File: config.mk
export PLATFORM = sky130hd
export DESIGN_NAME = pport_top
export DESIGN_NICKNAME = d
export VERILOG_FILES = /design/src/hdl/pport_pkg.sv /design/src/hdl/pport_top.sv
export VERILOG_INCLUDE_DIRS = /design/src /design/src/hdl
export SDC_FILE = /design/constraint.sdc
export NUM_CORES = 1
export LEC_CHECK = 0
export BUFFER_PORTS_ARGS = -buffer_cell sky130_fd_sc_hd__buf_2
export CAP_MARGIN = 20
export CORE_MARGIN = 5
export CORE_UTILIZATION = 25
export DETAILED_ROUTE_END_ITERATION = 7
export GPL_ROUTABILITY_DRIVEN = 0
export PLACE_DENSITY = 0.47
export SYNTH_ARGS = -nofsm -noshare
export SYNTH_HDL_FRONTEND = slang
export SYNTH_SLANG_ARGS = --single-unit
export TNS_END_PERCENT = 30
File: constraint.sdc
create_clock -name hclk -period 2.46 [get_ports hclk]
set_input_delay 0.492 -clock hclk [delete_from_list [all_inputs] [get_ports hclk]]
set_output_delay 0.492 -clock hclk [all_outputs]
set_load 0.02 [all_outputs]
File: src/hdl/pport_map.svh
/*
  Register indices, field positions, reset values and timing counts of the
  parallel data port. Assumes a 200 MHz bus clock; a register's byte
  address on the bus is four times its index.
*/
`ifndef PPORT_MAP_SVH
`define PPORT_MAP_SVH
// How it works
// [RULE_01] Byte transfers move one byte each; multi-byte values go most significant byte first.
// [RULE_02] A byte output uses the low eight output lines; the upper eight carry zero.
// [RULE_03] A byte input takes only the low eight input lines; upper lines are ignored.
// [RULE_04] Word transfers use all sixteen lines; input words read as signed integers.
// [RULE_05] Writing data-output word register 3 updates lines directly, with no handshake.
// [RULE_06] That write changes only the sixteen output lines and the direction line.
// [RULE_07] Reading data-input word register 3 drives direction High and returns the inputs.
// [RULE_08] Each data line level follows a selectable polarity, low-true or high-true.
// [RULE_09] Control register 2: bit 0 drives aux output zero Low, bit 1 aux one.
// [RULE_10] A cleared aux bit drives its line High; this polarity is fixed.
// [RULE_11] Aux outputs hold until control register 2 is rewritten; interface reset keeps them.
// [RULE_12] Status register 5 bits 0 and 1 read 1 when aux inputs are Low.
// [RULE_13] Aux input to status bit mapping is fixed; 0 means the line is High.
// [RULE_14] Status bit 3 is status OK, bit 2 interrupt line Low, bits 7-4 zero.
// [RULE_15] Status bits show live line states at the read, never latched by events.
// [RULE_16] Output transfers drive direction Low with data present; input transfers drive it High. A coinciding read wins; a sequence's low byte keeps it.
// [RULE_17] Aux inputs and status lines pass a two-stage synchronizer before being reported.

// ---------------------------------------------------------------------------
// Register indices
// ---------------------------------------------------------------------------
`define IDX_IF_RESET     6'h00
`define IDX_PCTRL        6'h02
`define IDX_DATA_WORD    6'h03
`define IDX_PSTATUS      6'h05
`define IDX_DATA_BYTE    6'h06
`define IDX_BYTE_SEQ     6'h07
`define IDX_CONFIG       6'h08

// ---------------------------------------------------------------------------
// Field positions and reset values
// ---------------------------------------------------------------------------
`define PCTRL_AUX0_BIT   0
`define PCTRL_AUX1_BIT   1
`define CFG_LOW_TRUE_BIT 0
`define CFG_SEQ_BUSY_BIT 1
`define PCTRL_RESET      2'h0
`define CONFIG_RESET     1'h0

// ---------------------------------------------------------------------------
// Timing
// ---------------------------------------------------------------------------
`define CLK_PERIOD_PS    5000
`define BYTE_HOLD_NS     100
`define BYTE_HOLD_CYC    ((`BYTE_HOLD_NS * 1000) / `CLK_PERIOD_PS)
`endif

File: src/hdl/pport_pkg.sv
/*
  Types shared by the parallel data port: pin groups and the latched bus
  command. Assumes nothing beyond the companion map header.
*/
package pport_pkg;
  typedef struct packed {
    logic [15:0] data_in;
    logic [1:0]  aux_in;
    logic        status_ok;
    logic        ext_irq;
  } line_in_t;

  typedef struct packed {
    logic [15:0] data_out;
    logic        dir;
    logic [1:0]  aux_out;
  } line_out_t;

  typedef struct packed {
    logic       wr;
    logic [5:0] idx;
  } bus_cmd_t;

  typedef enum logic {
    SEQ_IDLE = 1'b0,
    SEQ_LSB  = 1'b1
  } seq_state_t;
endpackage

File: src/hdl/pport_top.sv
/*
  Parallel data port with AHB-Lite register access: word and byte data
  paths, direction line, two auxiliary outputs and live peripheral status.
  Assumes one 200 MHz clock, pins sampled through local synchronizers and
  a single AHB-Lite master issuing whole-word single transfers.
*/
`timescale 1ns/1ps
`include "pport_map.svh"

module pport_top
  import pport_pkg::*;
#(
  parameter int unsigned BYTE_HOLD = `BYTE_HOLD_CYC
) (
  input  wire logic        hclk,
  input  wire logic        hresetn,
  input  wire logic        hsel,
  input  wire logic [31:0] haddr,
  input  wire logic [1:0]  htrans,
  input  wire logic        hwrite,
  input  wire logic [2:0]  hsize,
  input  wire logic [31:0] hwdata,
  input  wire logic        hready,
  output logic      [31:0] hrdata,
  output logic             hreadyout,
  output logic             hresp,
  input  wire line_in_t    pins_in,
  output line_out_t        pins_out
);

  localparam int CW = $clog2(BYTE_HOLD + 1);

  // ---------------------------------------------------------------------------
  // Input synchronizers
  // ---------------------------------------------------------------------------
  line_in_t meta_r;
  line_in_t sync_r;

  always_ff @(posedge hclk or negedge hresetn) begin
    if (!hresetn) begin
      meta_r <= '0;
      sync_r <= '0;
    end else begin
      meta_r <= pins_in;  // [RULE_17]
      sync_r <= meta_r;
    end
  end

  // ---------------------------------------------------------------------------
  // Address phase decode
  // ---------------------------------------------------------------------------
  bus_cmd_t   dph_r;
  logic       dph_vld_r;
  logic       low_true_r;
  logic       low_true_nxt;
  logic [1:0] pctrl_r;
  logic [1:0] pctrl_nxt;
  logic [15:0] dout_r;
  logic [15:0] dout_nxt;
  logic        dir_r;
  logic        dir_nxt;
  seq_state_t  seq_r;
  seq_state_t  seq_nxt;
  logic [7:0]  lsb_r;
  logic [7:0]  lsb_nxt;
  logic [CW-1:0] hold_r;
  logic [CW-1:0] hold_nxt;
  logic [31:0] hrdata_r;
  logic        hreadyout_r;
  logic        hresp_r;
  line_out_t   pins_out_r;

  wire logic       a_take = hsel & htrans[1] & hready;
  wire logic       a_map  = (haddr[31:8] == 24'h000000);
  wire logic [5:0] a_idx  = haddr[7:2];
  wire logic       a_rd   = a_take & ~hwrite & a_map;
  wire logic       a_wr   = a_take & hwrite & a_map;

  wire logic rd_word = a_rd & (a_idx == `IDX_DATA_WORD);
  wire logic rd_byte = a_rd & (a_idx == `IDX_DATA_BYTE);
  wire logic rd_stat = a_rd & (a_idx == `IDX_PSTATUS);
  wire logic rd_cfg  = a_rd & (a_idx == `IDX_CONFIG);

  // ---------------------------------------------------------------------------
  // Read data, taken at the address-phase edge
  // ---------------------------------------------------------------------------
  // Status is built from the synchronized pins each cycle, so a read shows
  // the lines as they stand, never a captured event.
  wire logic [7:0] stat_byte = {4'h0,                // [RULE_14]
                                sync_r.status_ok,    // [RULE_14]
                                ~sync_r.ext_irq,     // [RULE_14]
                                ~sync_r.aux_in[1],   // [RULE_12] [RULE_13]
                                ~sync_r.aux_in[0]};  // [RULE_12] [RULE_13] [RULE_15]

  wire logic [15:0] din_logic = sync_r.data_in ^ {16{low_true_r}};  // [RULE_08]

  wire logic [31:0] rd_mux =
      rd_word ? {{16{din_logic[15]}}, din_logic} :  // [RULE_04] [RULE_07]
      rd_byte ? {24'h000000, din_logic[7:0]} :      // [RULE_03]
      rd_stat ? {24'h000000, stat_byte} :           // [RULE_15]
      rd_cfg  ? {30'h00000000, (seq_r == SEQ_LSB), low_true_r} :
                32'h00000000;

  // ---------------------------------------------------------------------------
  // Data phase writes
  // ---------------------------------------------------------------------------
  wire logic d_wr    = dph_vld_r & dph_r.wr;
  wire logic wr_rst  = d_wr & (dph_r.idx == `IDX_IF_RESET);
  wire logic wr_pctl = d_wr & (dph_r.idx == `IDX_PCTRL);
  wire logic wr_word = d_wr & (dph_r.idx == `IDX_DATA_WORD);
  wire logic wr_byte = d_wr & (dph_r.idx == `IDX_DATA_BYTE);
  wire logic wr_seq  = d_wr & (dph_r.idx == `IDX_BYTE_SEQ);
  wire logic wr_cfg  = d_wr & (dph_r.idx == `IDX_CONFIG);
  wire logic wr_out  = wr_word | wr_byte | wr_seq;

  // Second byte of a sequence goes out once the first has been held long
  // enough; a new data write abandons the pending byte.
  wire logic seq_due = (seq_r == SEQ_LSB) & (hold_r == '0) & ~wr_out & ~wr_rst;

  // Interface reset leaves aux outputs, direction and the data value untouched, but restores high-true polarity.
  assign low_true_nxt = wr_rst ? `CONFIG_RESET :
                        wr_cfg ? hwdata[`CFG_LOW_TRUE_BIT] : low_true_r;

  assign pctrl_nxt = wr_pctl ? {hwdata[`PCTRL_AUX1_BIT], hwdata[`PCTRL_AUX0_BIT]}  // [RULE_09] [RULE_11]
                             : pctrl_r;

  assign dout_nxt = wr_word ? hwdata[15:0] :            // [RULE_04] [RULE_05]
                    wr_byte ? {8'h00, hwdata[7:0]} :    // [RULE_02]
                    wr_seq  ? {8'h00, hwdata[15:8]} :   // [RULE_01] [RULE_02]
                    seq_due ? {8'h00, lsb_r} :          // [RULE_01]
                              dout_r;

  // A read in its address phase wins over a write finishing its data phase.
  assign dir_nxt = (rd_word | rd_byte) ? 1'b1 :  // [RULE_07] [RULE_16]
                   wr_out              ? 1'b0 :  // [RULE_06] [RULE_16]
                                         dir_r;

  assign seq_nxt = wr_seq                       ? SEQ_LSB :
                   (wr_out | wr_rst | seq_due)  ? SEQ_IDLE :
                                                  seq_r;

  assign lsb_nxt  = wr_seq ? hwdata[7:0] : lsb_r;
  assign hold_nxt = wr_seq ? CW'(BYTE_HOLD - 1) :
                    (hold_r != '0) ? hold_r - CW'(1) : hold_r;

  // ---------------------------------------------------------------------------
  // Bus pipeline and response
  // ---------------------------------------------------------------------------
  always_ff @(posedge hclk or negedge hresetn) begin
    if (!hresetn) begin
      dph_vld_r   <= 1'b0;
      dph_r       <= '0;
      hrdata_r    <= 32'h00000000;
      hreadyout_r <= 1'b1;
      hresp_r     <= 1'b0;
    end else begin
      dph_vld_r   <= a_wr;
      dph_r       <= '{wr: a_wr, idx: a_idx};
      hrdata_r    <= rd_mux;
      hreadyout_r <= 1'b1;
      hresp_r     <= 1'b0;
    end
  end

  // ---------------------------------------------------------------------------
  // Port state
  // ---------------------------------------------------------------------------
  always_ff @(posedge hclk or negedge hresetn) begin
    if (!hresetn) begin
      low_true_r <= `CONFIG_RESET;
      pctrl_r    <= `PCTRL_RESET;
      dout_r     <= 16'h0000;
      dir_r      <= 1'b0;
      seq_r      <= SEQ_IDLE;
      lsb_r      <= 8'h00;
      hold_r     <= '0;
    end else begin
      low_true_r <= low_true_nxt;
      pctrl_r    <= pctrl_nxt;
      dout_r     <= dout_nxt;
      dir_r      <= dir_nxt;
      seq_r      <= seq_nxt;
      lsb_r      <= lsb_nxt;
      hold_r     <= hold_nxt;
    end
  end

  // Pin levels are registered from the next-state values so the lines move
  // in the same cycle as the logical state.
  always_ff @(posedge hclk or negedge hresetn) begin
    if (!hresetn) begin
      pins_out_r <= '{data_out: 16'h0000, dir: 1'b0, aux_out: 2'h3};
    end else begin
      pins_out_r.data_out <= dout_nxt ^ {16{low_true_nxt}};  // [RULE_08]
      pins_out_r.dir      <= dir_nxt;                        // [RULE_16]
      pins_out_r.aux_out  <= ~pctrl_nxt;                     // [RULE_10]
    end
  end

  assign hrdata    = hrdata_r;
  assign hreadyout = hreadyout_r;
  assign hresp     = hresp_r;
  assign pins_out  = pins_out_r;

  // ---------------------------------------------------------------------------
  // Assertion helpers
  // ---------------------------------------------------------------------------
  // Age of the pending byte sequence, kept apart from the hold counter so the
  // low-byte timing is checked against an independent count. It saturates at
  // the hold time, so long idle stretches never wrap it.
  logic [CW-1:0] seq_age_r;
  logic [CW-1:0] seq_age_nxt;

  assign seq_age_nxt = wr_seq                        ? CW'(1) :
                       (seq_age_r != CW'(BYTE_HOLD)) ? seq_age_r + CW'(1) :
                                                       seq_age_r;

  always_ff @(posedge hclk or negedge hresetn) begin
    if (!hresetn) begin
      seq_age_r <= '0;
    end else begin
      seq_age_r <= seq_age_nxt;
    end
  end
endmodule

==> impl_metrics.csv <==
group,metric,value,unit
flow_run,max_cap_violations,0,
timing,period_needed,2.16,ns
synth,synth_xor_xnor_area_share,0.0500,
global_route,grt_pass1_vias,3673,
min_path,hold_class,"input pin to asynchronous set/reset pin",
worst_setup_path,cp_data_arrival_time,2.49,ns
timing,relSlewSlack,0.535,
synth,synth-compound-area-share,0.0919,
power_and_ir_drop,p_per_area,731,nW/um^2
synth,syn-cell-area,4900,sq um
synth,synth_fp_nets,517,
floorplan,rows,51,
route,vias,3482,
clocking,tritoncts,"built",
synth,yosysUniqueCellTypes,51,
global_route,grt_overflow,0,
timing,fin_tns_setup,0,ns
floorplan,start_util,0.253,
clocking,cts_made_buffers,17,
power_and_ir_drop,p_leak,0.00287,uW
clocking,htreeDepth,4,
timing,setup_viol,0,
route,wl_per_cell,14.4,um
worst_setup_path,endpoint_kind,"register",
final_layout,final_util,0.327,
floorplan,core,19400,sq um
synth,yosys.area_share.simple,0.163,
clocking,ctsHoldBuffers,0,
synth,synth_top_family_by_area,"simple AND/OR/NAND/NOR gates",
worst_setup_path,crit_chain,"o21a_1 -> o21ai_2 -> a21boi_0 -> or4b_1 -> nand4b_1",
floorplan,die_w,150,um
synth,synthFlopType,"dfrtp_1",
final_layout,fin_cells,820,
timing,finalCritPeriodShare,0.877,
global_route,antenna_found_initial,1,
floorplan,dieArea,22500,sq um
global_route,grt_usage,0.110,
clocking,cts-root-buf,"clkbuf_16",
synth,synth-edff-count,0,
synth,netlist_instances,421,
floorplan,die_h,150,um
synth,avgSynthCellArea,11.6,sq um
route,drt_first_iter_violations,77,
floorplan,num_io_pins,147,
clocking,clkLatencyLatePin,0.41,ns
placement,dp_hpwl,8.47,mm
clocking,cts_resized,0,
synth,synth_seq_area_share,0.588,
synth,synth_warnings,0,
global_route,grt_start_max_net_pins,47,
final_layout,fillerInstances,2031,
clocking,path_clk_slew,0.06,ns
worst_setup_path,worstPathRequired,2.80,ns
route,drc,0,
final_layout,final_nets,638,
final_layout,area_delta_synth_final,29.6,%
timing,slew_viol_final,0,
placement,portBuffers,122,
placement,dp.cells,788,
synth,synthAdderAreaFrac,0.00510,
worst_setup_path,cpMaxStageDelayCell,"o21ai_2",
final_layout,diodes,0,
synth,synth_seq_cells,115,
clocking,cts_buffer_depth,2,
synth,synthMuxAreaShare,0.0429,
synth,async_flop_share,1.00,
timing,grt_setup_unrepaired,"no",
worst_setup_path,cp_slowest_stage_delay,0.57,ns
clocking,post_cts_buffers,0,
timing,tightest_slew,0.697,ns
final_layout,drive_gt1_frac,0.357,
worst_setup_path,cp_top_family,"compound AO/OA/AOI/OAI gates",
route,drt_wl_total,11.8,mm
power_and_ir_drop,vdd_drop_max,0.472,mV
worst_setup_path,cp_num_buf_inv,0,
route,viasPerCell,4.25,
worst_setup_path,critPathKind,"register to register",
route,first_pass_iters,4,
timing,clock_skew,0.00696,ns
route,drtAntennaViolNets,0,
global_route,grt_pass1_wl,18.9,mm
clocking,cts.sinks,115,
worst_setup_path,path_max_fanout,16,
timing,fmax,464,MHz
worst_setup_path,startpoint_type,"register",
run_status,outcome,"finished clean",
timing,timing.hold.ws,0.0550,ns
timing,hold_viol,0,
-- state kept, by name (all words and copies together) (netlist names) --
register    flops
dout_r         16
stat_byte       1
hold_r          5
dph_r           6
pctrl_r         2
hrdata         16
dir_r           1
dph_vld_r       1
seq_r           1
lsb_r           8
sync_r         19
pins_out       18
meta_r         20
low_true_r      1
-- cell families after synthesis --
family	Yosys count
fa+ha+maj	2
xor+xnor	28
buf+inv	51
flops	115
mux	19
simple gates	136
compound gates	68
other cells	2
-- per-layer routing --
layer | wire length, um | vias to the layer above | GRT usage
met5 | 10 | - | 0
met4 | 223 | 2 | 0.0416
met3 | 841 | 23 | 0.0442
met2 | 5600 | 98 | 0.176
met1 | 5090 | 1678 | 0.133
li1 | - | 1681 | -
-- where the power goes --
part           switching (uW)  internal [uW]  total (uW)
combinational             112           85.4         197
sequential               20.3           1940        1960
clock                     961           1520        2490
-- through the flow --
step	total power [uW]	setup slack, ns	cell area [sq um]
3_5_place_dp	2200	0.205	5760
5_1_grt	4830	0.141	6350
4_1_cts	4720	0.296	6350
6_report	4640	0.304	6350
2_1_floorplan	2070	0.509	4900
3_3_place_gp	2190	0.232	5760
-- final cells by class --
type                       count  area, sq um  share of cell area
tap                          265          332              0.0522
inverter                      17         63.8              0.0100
timing repair buffer         136          743               0.117
clock inverter                14          168              0.0264
multi-input combinational    255         1740               0.273
sequential                   115         2880               0.453
clock buffer                  18          429              0.0676
-- cell usage after synthesis (all sizes together), types with 2 or more instances --
master | number | area share
or4b | 9 | 0.019
buf | 29 | 0.041
clkbuf | 5 | 0.0038
and2 | 3 | 0.0043
mux2 | 16 | 0.037
dfstp | 2 | 0.011
or4 | 2 | 0.0031
nor3 | 4 | 0.0074
nand4b | 8 | 0.014
ha | 2 | 0.0051
nor2 | 36 | 0.028
nor4 | 8 | 0.013
dfrtp | 113 | 0.58
mux2i | 3 | 0.0061
nand3 | 11 | 0.011
o21ai | 32 | 0.040
inv | 17 | 0.013
a21o | 9 | 0.014
and3 | 8 | 0.010
a21boi | 8 | 0.012
nand2 | 34 | 0.026
nand3b | 3 | 0.0046
nor3b | 2 | 0.0031
conb | 2 | 0.0015
xnor2 | 15 | 0.027
o32ai | 4 | 0.0071
a21oi | 10 | 0.010
xor2 | 13 | 0.023
nor4b | 2 | 0.0097
-- worst paths after layout --
path | depth (start not counted) | slack [ns] | endpoint | from
max in group asynchronous | 2 | 1.76 | pins_out[0] | hresetn
max | 5 | 0.30 | pins_out[8] | dph_r[1]
min | 1 | 0.05 | dout_r[13] | hresetn
min reg2reg | 0 | 0.34 | sync_r[12] | meta_r[12]
max reg2reg | 5 | 0.30 | pins_out[8] | dph_r[1]
min in group hclk | 1 | 0.18 | meta_r[18] | pins_in[18]
-- placed cells by master, fill, tap and decap left out, drive strengths merged, types with 3 or more instances in the layout --
cell / count
buf: 136
dfrtp: 113
nor2: 36
nand2: 34
o21ai: 32
inv: 25
clkbuf: 18
mux2: 16
xnor2: 15
xor2: 13
nand3: 11
a21oi: 10
a21o: 9
or4b: 9
and3: 8
nand4b: 8
nor4: 8
a21boi: 8
o32ai: 4
clkinv: 4
nor3: 4
mux2i: 3
nand3b: 3
and2: 3
No activity file was read; power rests on OpenSTA's default activity.
